--- src/hdl/aswf_consts.svh ---
// Constants for the sample word formatter
`ifndef ASWF_CONSTS_SVH
`define ASWF_CONSTS_SVH
`define ASWF_SAMPLE_W 12
`define ASWF_WORD_W 16
`define ASWF_SIGN_BIT 11
`define ASWF_OVR_BIT 15
`define ASWF_BYTE_LSB 4
`define ASWF_INDEX_W 32
`define ASWF_FIFO_DEPTH 8
`define ASWF_ZERO_WORD 16'h0000
`endif

--- src/hdl/aswf_pkg.sv ---
// Types for the sample word formatter
package aswf_pkg;
  typedef enum logic [1:0] {
    ASWF_FMT_SIGN_EXT = 2'b00,
    ASWF_FMT_OVERRANGE = 2'b01,
    ASWF_FMT_BYTE_PACK = 2'b11
  } aswf_format_e;
  typedef enum logic [1:0] {
    ASWF_ST_FIRST = 2'b00,
    ASWF_ST_SECOND = 2'b01
  } aswf_phase_e;
endpackage : aswf_pkg

--- src/hdl/aswf_formatter.sv ---
// Sample word formatter with output FIFO and memory readout window
`timescale 1ns/10ps
`default_nettype none
`include "aswf_consts.svh"

module aswf_fifo #(
  parameter int WIDTH = `ASWF_WORD_W,
  parameter int DEPTH = `ASWF_FIFO_DEPTH
) (
  input wire logic i_clock,
  input wire logic i_nrst,
  input wire logic i_in_valid,
  output logic o_in_ready,
  input wire logic [WIDTH-1:0] i_in_data,
  output logic o_out_valid,
  input wire logic i_out_ready,
  output logic [WIDTH-1:0] o_out_data
);
  localparam int AW = (DEPTH > 1) ? $clog2(DEPTH) : 1;
  logic [WIDTH-1:0] mem [DEPTH];
  logic [AW-1:0] wr_ptr, rd_ptr, next_wr_ptr, next_rd_ptr;
  logic [AW:0] count, next_count;
  logic push, pop;

  // Handshakes; full and empty come from the count
  always_comb begin
    push = i_in_valid && (count != (AW+1)'(DEPTH));
    pop = (count != '0) && i_out_ready;
    next_wr_ptr = wr_ptr;
    next_rd_ptr = rd_ptr;
    if (push) begin
      next_wr_ptr = (wr_ptr == AW'(DEPTH - 1)) ? '0 : wr_ptr + AW'(1);
    end
    if (pop) begin
      next_rd_ptr = (rd_ptr == AW'(DEPTH - 1)) ? '0 : rd_ptr + AW'(1);
    end
    next_count = count + (AW+1)'(push) - (AW+1)'(pop);
  end

  always_ff @(posedge i_clock or negedge i_nrst) begin
    if (!i_nrst) begin
      wr_ptr <= '0;
      rd_ptr <= '0;
      count <= '0;
    end else begin
      wr_ptr <= next_wr_ptr;
      rd_ptr <= next_rd_ptr;
      count <= next_count;
    end
  end

  // Storage array has no reset; contents are guarded by count
  always_ff @(posedge i_clock) begin
    if (push) begin
      mem[wr_ptr] <= i_in_data;
    end
  end

  assign o_in_ready = (count != (AW+1)'(DEPTH));
  assign o_out_valid = (count != '0);
  assign o_out_data = mem[rd_ptr];
endmodule : aswf_fifo

module aswf_formatter #(
  parameter int DEPTH = `ASWF_FIFO_DEPTH
) (
  input wire logic i_clock,
  input wire logic i_nrst,
  input wire logic i_overrange_enable,
  input wire logic i_dual_channel_byte_pack_enable,
  input wire logic i_channel_share,
  input wire logic i_sample_valid,
  output logic o_sample_ready,
  input wire logic [`ASWF_SAMPLE_W-1:0] i_converter_channel_sample_first,
  input wire logic [`ASWF_SAMPLE_W-1:0] i_converter_channel_sample_second,
  input wire logic i_overrange_first,
  input wire logic i_overrange_second,
  input wire logic [`ASWF_INDEX_W-1:0] i_readout_start,
  input wire logic [`ASWF_INDEX_W-1:0] i_readout_length,
  input wire logic i_readout_begin,
  output logic o_word_valid,
  input wire logic i_word_ready,
  output logic [`ASWF_WORD_W-1:0] o_word,
  output logic [`ASWF_INDEX_W-1:0] o_word_index,
  output logic o_readout_active
);
  // Mirror of FIFO fill so the ready flop can look one cycle ahead
  localparam int FW = $clog2(DEPTH) + 1;
  logic [FW-1:0] fill, next_fill;
  aswf_pkg::aswf_format_e format;
  aswf_pkg::aswf_phase_e phase, next_phase;
  logic fifo_in_ready, fifo_out_valid, fifo_pop, in_valid, take;
  logic [`ASWF_WORD_W-1:0] fifo_out_data, packed_word;
  logic [`ASWF_SAMPLE_W-1:0] cur_sample;
  logic cur_ovr;
  logic [`ASWF_INDEX_W-1:0] index, next_index, remain, next_remain;
  logic [`ASWF_INDEX_W-1:0] next_word_index;
  logic active, next_active, next_word_valid;
  logic [`ASWF_WORD_W-1:0] next_word;

  // Packing wins over overrange; channel sharing is ignored while packing
  always_comb begin
    if (i_dual_channel_byte_pack_enable) begin
      format = aswf_pkg::ASWF_FMT_BYTE_PACK;
    end else if (i_overrange_enable) begin
      format = aswf_pkg::ASWF_FMT_OVERRANGE;
    end else begin
      format = aswf_pkg::ASWF_FMT_SIGN_EXT;
    end
  end

  // Pick the sample for this slot; shared streams alternate
  always_comb begin
    cur_sample = i_converter_channel_sample_first;
    cur_ovr = i_overrange_first;
    if (i_channel_share && format != aswf_pkg::ASWF_FMT_BYTE_PACK &&
        phase == aswf_pkg::ASWF_ST_SECOND) begin
      cur_sample = i_converter_channel_sample_second;
      cur_ovr = i_overrange_second;
    end
  end

  // Word layout per format
  always_comb begin
    case (format)
      aswf_pkg::ASWF_FMT_BYTE_PACK: begin
        packed_word = {i_converter_channel_sample_second[`ASWF_SAMPLE_W-1:`ASWF_BYTE_LSB],
                       i_converter_channel_sample_first[`ASWF_SAMPLE_W-1:`ASWF_BYTE_LSB]};
      end
      aswf_pkg::ASWF_FMT_OVERRANGE: begin
        // Flag replaces the top sign copy only
        packed_word = {cur_ovr, {3{cur_sample[`ASWF_SIGN_BIT]}}, cur_sample};
      end
      default: begin
        // Plain sign extension keeps -2048..+2047 intact
        packed_word = {{4{cur_sample[`ASWF_SIGN_BIT]}}, cur_sample};
      end
    endcase
  end

  // A slot is taken only when ready was offered; no word can be lost to a full FIFO
  always_comb begin
    take = i_sample_valid && o_sample_ready && fifo_in_ready;
    in_valid = take;
    next_fill = fill + FW'(take) - FW'(fifo_pop);
    next_phase = phase;
    if (take && i_channel_share && format != aswf_pkg::ASWF_FMT_BYTE_PACK) begin
      next_phase = (phase == aswf_pkg::ASWF_ST_FIRST) ? aswf_pkg::ASWF_ST_SECOND : aswf_pkg::ASWF_ST_FIRST;
    end else if (!i_channel_share || format == aswf_pkg::ASWF_FMT_BYTE_PACK) begin
      next_phase = aswf_pkg::ASWF_ST_FIRST;
    end
  end

  always_ff @(posedge i_clock or negedge i_nrst) begin
    if (!i_nrst) begin
      phase <= aswf_pkg::ASWF_ST_FIRST;
      fill <= '0;
      o_sample_ready <= 1'b0;
    end else begin
      phase <= next_phase;
      fill <= next_fill;
      o_sample_ready <= (next_fill != FW'(DEPTH));
    end
  end

  aswf_fifo #(
    .WIDTH(`ASWF_WORD_W),
    .DEPTH(DEPTH)
  ) u_fifo (
    .i_clock(i_clock),
    .i_nrst(i_nrst),
    .i_in_valid(in_valid),
    .o_in_ready(fifo_in_ready),
    .i_in_data(packed_word),
    .o_out_valid(fifo_out_valid),
    .i_out_ready(fifo_pop),
    .o_out_data(fifo_out_data)
  );

  // Readout window counted in output words, not samples or bytes
  always_comb begin
    next_index = index;
    next_remain = remain;
    next_active = active;
    next_word_valid = o_word_valid;
    next_word = o_word;
    next_word_index = o_word_index;
    fifo_pop = 1'b0;
    if (o_word_valid && i_word_ready) begin
      next_word_valid = 1'b0;
    end
    if (i_readout_begin) begin
      next_index = i_readout_start;
      next_remain = i_readout_length;
      next_active = (i_readout_length != '0);
    end else if (active && fifo_out_valid && (!o_word_valid || i_word_ready)) begin
      fifo_pop = 1'b1;
      next_word_valid = 1'b1;
      next_word = fifo_out_data;
      next_word_index = index;
      next_index = index + 32'h00000001;
      next_remain = remain - 32'h00000001;
      next_active = (remain != 32'h00000001);
    end
  end

  always_ff @(posedge i_clock or negedge i_nrst) begin
    if (!i_nrst) begin
      index <= '0;
      remain <= '0;
      active <= 1'b0;
      o_word_valid <= 1'b0;
      o_word <= `ASWF_ZERO_WORD;
      o_word_index <= '0;
      o_readout_active <= 1'b0;
    end else begin
      index <= next_index;
      remain <= next_remain;
      active <= next_active;
      o_word_valid <= next_word_valid;
      o_word <= next_word;
      o_word_index <= next_word_index;
      o_readout_active <= next_active;
    end
  end
endmodule : aswf_formatter
`default_nettype wire

--- config.mk ---
export PLATFORM = sky130hd
export DESIGN_NAME = aswf_formatter
export DESIGN_NICKNAME = d
export VERILOG_FILES = /design/src/hdl/aswf_pkg.sv /design/src/hdl/aswf_formatter.sv
export VERILOG_INCLUDE_DIRS = /design/src /design/src/hdl
export SDC_FILE = /design/constraint.sdc
export NUM_CORES = 1
export LEC_CHECK = 0
export BUFFER_PORTS_ARGS = -buffer_cell sky130_fd_sc_hd__clkbuf_2
export CORE_MARGIN = 2
export CORE_UTILIZATION = 60
export CTS_BUF_LIST = sky130_fd_sc_hd__clkbuf_4 sky130_fd_sc_hd__clkbuf_8
export DETAILED_ROUTE_END_ITERATION = 12
export PLACE_DENSITY = 0.82
export SLEW_MARGIN = 20
export SYNTH_ARGS = -nofsm -noshare
export SYNTH_HDL_FRONTEND = slang
export SYNTH_SLANG_ARGS = --single-unit
export TNS_END_PERCENT = 10
--- constraint.sdc ---
create_clock -name i_clock -period 4.1 [get_ports i_clock]
set_clock_uncertainty 0.15 [all_clocks]
set_input_delay 0.82 -clock i_clock [delete_from_list [all_inputs] [get_ports i_clock]]
set_output_delay 0.82 -clock i_clock [all_outputs]
set_load 0.05 [all_outputs]
# Yosys cells after proc, flatten, opt, wreduce, memory -nomap -nowiden
# Memory sizes are Yosys's and may differ from the RTL's. A register that Yosys moved wholly into a read port is not among the register bits.
# Cells that the tools add are included.
# totals
reg_bits,115
ramBits,128
input_bits,98
word_cells,75
n_memories,1
# memory_table
name,depth,width,rd,rd_ports_with_merged_regs,wr,line_no,rtl
u_fifo.mem,8,16,1,1,1,aswf_formatter.sv:20,logic [WIDTH-1:0] mem [DEPTH];
# op_classes
n_addsub,8
eq_ne,9
mux,23
bitwise_logic,1
reduce_logical,22
# ops
cell,count
32-bit two-way mux,4
32-bit by 1-bit adder with 32-bit output (second input constant),1
32-bit by 1-bit != test with 1-bit output (second input constant),1
16-bit one-hot mux with 2 select lines,1
32-bit nonzero test,1
32-bit by 1-bit subtractor with 32-bit output (second input constant),1
1-bit two-way mux,12
12-bit two-way mux,1
1-bit logical AND,11
4-bit by 1-bit adder with 4-bit output,2
4-bit != test (second input constant),2
4-bit by 1-bit subtractor with 4-bit output,2
3-bit by 1-bit adder with 3-bit output (second input constant),2
3-bit equality test (second input constant),2
2-bit two-way mux,3
3-bit two-way mux,2
2-bit by 1-bit equality test with 1-bit output (second input constant),2
2-bit nonzero test,2
4-bit nonzero test,1
1-bit logical NOT,3
2-bit equality test (second input constant),1
2-bit logical NOT,1
1-bit logical OR,2
2-bit != test (second input constant),1
other kinds (2),2

# Depth between registers and ports, before layout
# logic_depth
ltp_word,7
mapped_depth,15

# Cells and area by module
# Synthesis repeated with hierarchy kept, for this count alone.
# unflattened
cells_unflattened,903
area_unflattened_um2,11780.0
# by_module_without_submodules
module,instances,cells_each,area_per_inst_um2,seq_area_each_um2
aswf_formatter,1,660,6223.5,3002.9
aswf_fifo,1,243,5556.6,4093.9

# Worst setup path after synthesis
# OpenSTA, ideal clock, no wires.
# synth_timing
path_type,input-to-reg
startpoint,input i_word_ready
endpoint,register o_sample_ready
setup_time_ns,0.125
arrival_ns,2.947
required_time_ns,3.825
setup_slack_ns,0.878
path_stages,13
n_path_buf,1
path_cell_list,nand2b_1 -> nand3_1 -> or2_2 -> inv_1 -> clkbuf_1 -> nand2_1 -> nand2_1 -> ha_1 -> inv_1 -> fa_1 -> inv_1 -> nor3_1 -> nand2_1
# synth_via
elab_chain_len,6
# synth_lines
element,line_no,rtl
start: declaration,aswf_formatter.sv:82,"input wire logic i_word_ready,"
1-bit logical OR,aswf_formatter.sv:196,end else if (active && fifo_out_valid && (!o_word_valid || i_word_ready)) begin
1-bit logical AND,aswf_formatter.sv:196,
1-bit two-way mux,aswf_formatter.sv:196,
1-bit two-way mux,aswf_formatter.sv:192,if (i_readout_begin) begin
4-bit by 1-bit subtractor with 4-bit output,aswf_formatter.sv:145,next_fill = fill + FW'(take) - FW'(fifo_pop);
net next_fill[1],aswf_formatter.sv:89,"logic [FW-1:0] fill, next_fill;"
4-bit != test,aswf_formatter.sv:162,o_sample_ready <= (next_fill != FW'(DEPTH));
end signal: assignment,aswf_formatter.sv:162,
end: declaration,aswf_formatter.sv:73,"output logic o_sample_ready,"
# The timed path passes the listed nets, and every way through them passes these cells.
# A chain may end at the register's enable or synchronous reset.

# Worst setup path in the final report
# layout_timing
startpoint,register u_fifo.count[2]
endpoint,register o_sample_ready
# layout_via
elab_chain_len,7
# layout_lines
element,line_no,rtl
start: declaration,aswf_formatter.sv:22,"logic [AW:0] count, next_count;"
start signal: assignment,aswf_formatter.sv:48,count <= next_count;
branches (longest 5 deep; another with 4-bit by 1-bit adder with 4-bit output),-,
4-bit by 1-bit subtractor with 4-bit output (*),aswf_formatter.sv:145,
net next_fill[1],aswf_formatter.sv:89,
4-bit != test (*),aswf_formatter.sv:162,
# Mark *: on every way through the listed nets, which the timed path passes.

==> metrics.md <==
| Metric | Value |
|---|---|
| Worst Hold Class | reg -> reg |
| Layout cells sized above 1 | 0.2796 |
| Fin. max-slew vios | 0 |
| Diodes inserted | 0 |
| DP HPWL | between 15,000 and 20,000 um |
| Pwr dens | about 640 nW/um^2 |
| Worst path slowest cell | or3b_2 |
| Initial Util | 0.6079 |
| Number of synthesized flops with an enable pin | roughly 130 |
| Die area | 20,720 um^2 |
| Die Y | ~140 um |
| Minimum clock period after layout | around 3.2 ns |
| H-tree Lvls | 2 |
| CP startpoint kind | register |
| Number of global-route vias before repair | 8,000 |
| GRT Residual Overflow | 0 |
| Area of the multi-input gates | approximately 4400 um^2 |
| FILL cells | about 1,300 |
| Port bufs | approximately 150 |
| Setup TNS | 0 ns |
| Initial DRC Count | approximately 530 |
| Total Power | 0.008736 W |
| Final setup violation count | 0 |
| CP arrival | 3.50 ns |
| Post-synthesis cell type count | 50 |
| Pre-Repair DR Iteration Count | 5 |
| Row cnt | 51 |
| Vias per cell | 5.670 |
| Setup CP Type | reg -> reg |
| Top cells by area, synth | edfxtp_1 33%, dfrtp_1 28%, nand2_1 7.0% |
| VDD IR max | between 0.3 and 0.4 mV |
| Final Net Count | between 1,000 and 1,500 |
| RSZ-0062 raised after global routing | no |
| Post-synth top cells | 220 x nand2_1, 130 x dfrtp_1, 128 x edfxtp_1 |
| Delay-heaviest family, CP | simple AND/OR/NAND/NOR gates |
| Cell Chain, Critical Path | inv_1 > ha_1 > or3b_2 > nand3_2 > or2_2 > buf_4 > nand2_1 > nand2_1 > ha_1 > inv_1 > fa_1 > inv_1 > nor3_1 > nand2_1 |
| Final WL | 25,240 um |
| WP data required | around 4.4 ns |
| Antenna-violating nets left | 0 |
| WL per Instance | 17.72 um |
| Yosys top cell by area | edfxtp_1 |
| Syn nets | between 1,000 and 1,500 |
| Leakage | 5.569 nW |
| Max-capacitance violation count | 0 |
| Syn avg cell area | ~12 um^2 |
| Sequential Area | between 7000 and 8000 um^2 |
| DRC viols | 0 |
| Worst Tran Pin Value | approximately 0.95 ns |
| Synth Register Bits | around 260 |
| Synth Cell Area | approximately 12,000 um^2 |
| First-pass GRT wire length | 40,340 um |
| Synth Instances | 963 |
| CTS buffer count | 43 |
| Ys flop type | dfrtp_1 |
| Clock-pin transition on the worst setup and hold timing paths | ~0.06 ns |
| Total Routing Usage GR | 0.2503 |
| Asr flop ratio synth | 0.5039 |
| GPL Wtd Cong | approximately 0.84 |
| Antenna violations before repair | 0 |
| WHS | 0.3214 ns |
| Buf/Inv on CP | 4 |
| Status | completed |
| Clk sink count | between 200 and 300 |
| Period utilization | 0.7853 |
| Critical Path End Type | register |
| CP max stage delay | slightly below 0.5 ns |
| Top-count cell post-synth | nand2_1 |
| Top Ports | ~150 |
| P&R area growth vs syn | 16.82% |
| Vias post-DR | between 8,000 and 9,000 |
| CTS tree | yes |
| Final Hold Fails | 0 |
| Die X | ~140 um |
| Post-synthesis sequential area ratio | 0.6038 |
| Fmax | approximately 310 MHz |
| Root Buffer | clkbuf_8 |
| Later-pin clock latency in the skew report | between 0.5 and 0.6 ns |
| Critical-path maximum fanout | between 40 and 50 |
| Clk buf depth | 3 |
| Core region area | around 19,000 um^2 |
| Slew headroom | 0.3671 |
| Pin count of the biggest net entering global routing | between 100 and 150 |
| Post-synth top area share | 0.3270 |
| Ys Warns | 0 |
[power breakdown]
group | internal [W] | leakage [nW] | switching, W
Clock | 0.00131 | 0.474 | 0.00100
Combinational | 0.000981 | 2.35 | 0.00173
Sequential | 0.00326 | 2.75 | 0.000449
[kinds of logic after synthesis]
logic type,after synthesis,share of synthesized area
and+or+nand+nor,382,0.1674
DFF,258,0.6038
AOI/OAI and AO/OA,104,0.04876
buffers and inverters,79,0.02778
xor gates and xnor gates,65,0.04843
muxes,57,0.08335
adders and majority gates,18,0.02044
[flip-flops by register name, summed over array words and instances (netlist names), 3 cells and up]
name and flops:
u_fifo.mem 128, index 32, o_word_index 32, remain 32, o_word 16, fill 4
u_fifo.count 4, u_fifo.rd_ptr 3, u_fifo.wr_ptr 3
[worst paths after layout]
check | from | end | slack [ns] | cells after the start
max | u_fifo.count[2] | o_sample_ready | 0.88 | 14
min | o_word_index[23] | o_word_index[23] | 0.32 | 2
max reg2reg | u_fifo.count[2] | o_sample_ready | 0.88 | 14
min reg2reg | o_word_index[23] | o_word_index[23] | 0.32 | 2
max in group asynchronous | i_nrst | index[26] | 2.29 | 4
min in group asynchronous | i_nrst | remain[18] | 0.56 | 2
[metrics by stage]
| stage | std cells | cell area [um^2] | setup slack (ns) | util |
|---|---|---|---|---|
| after global routing | 1424 | 13730 | 0.6396 | 0.7102 |
| final | 1424 | 13730 | 0.8802 | 0.7102 |
| after CTS | 1422 | 13690 | 0.8691 | 0.7082 |
| after floorplan | 963 | 11750 | 0.8777 | - |
| after detailed placement | 1343 | 12800 | 0.8593 | 0.6620 |
| after global placement | 1343 | 12800 | 0.9161 | 0.6620 |
[area by class of cell]
type	instances	area share
sequential	258	0.5170
multi-input combinational	626	0.3184
timing repair buffer	170	0.06825
clock buffer	65	0.05832
tap	265	0.02415
inverter	26	0.007108
clock inverter	14	0.006743
[repair_timing]
action                    4_1_cts  5_1_grt
buffers inserted                0        0
gates resized for setup         0        0
hold buffers                    0        1
hold endpoints to repair        0        7
[cell usage in the layout, fill, tap and decap left out, types with 4 or more instances in the layout]
master / instances
nor3_1: 27
edfxtp_1: 128
mux4_2: 32
nor4_1: 21
inv_1: 25
xor2_1: 11
clkinv_2: 4
nor2_1: 14
nand2_1: 220
a22oi_1: 11
or3_1: 5
nand2b_1: 4
nand4_1: 10
a21oi_1: 8
o21ai_0: 45
nand3_1: 17
mux2i_1: 18
clkbuf_2: 146
nor4_2: 24
a21o_1: 4
and3_1: 4
xnor2_1: 54
ha_1: 16
mux2_2: 7
o21ai_1: 32
nand3b_1: 4
buf_4: 21
dfrtp_1: 128
clkbuf_4: 15
clkinv_1: 8
clkbuf_8: 50
[layer usage]
metal | vias up | track usage | wire (um)
li1 | 3784 | - | -
met1 | 3943 | 0.3282 | 10480
met2 | 303 | 0.4293 | 12620
met3 | 44 | 0.04299 | 1673
met4 | 0 | 0.07946 | 470
met5 | - | 0 | 0
[worst reg2reg max path, cell delays in order (launching register included)]
cell and delay, ns:
dfrtp_1 0.36, inv_1 0.11, ha_1 0.17, or3b_2 0.49, nand3_2 0.11, or2_2 0.12, buf_4 0.38, nand2_1 0.11
nand2_1 0.09, ha_1 0.16, inv_1 0.06, fa_1 0.48, inv_1 0.05, nor3_1 0.18, nand2_1 0.08
(Power assumes the default switching activity.)
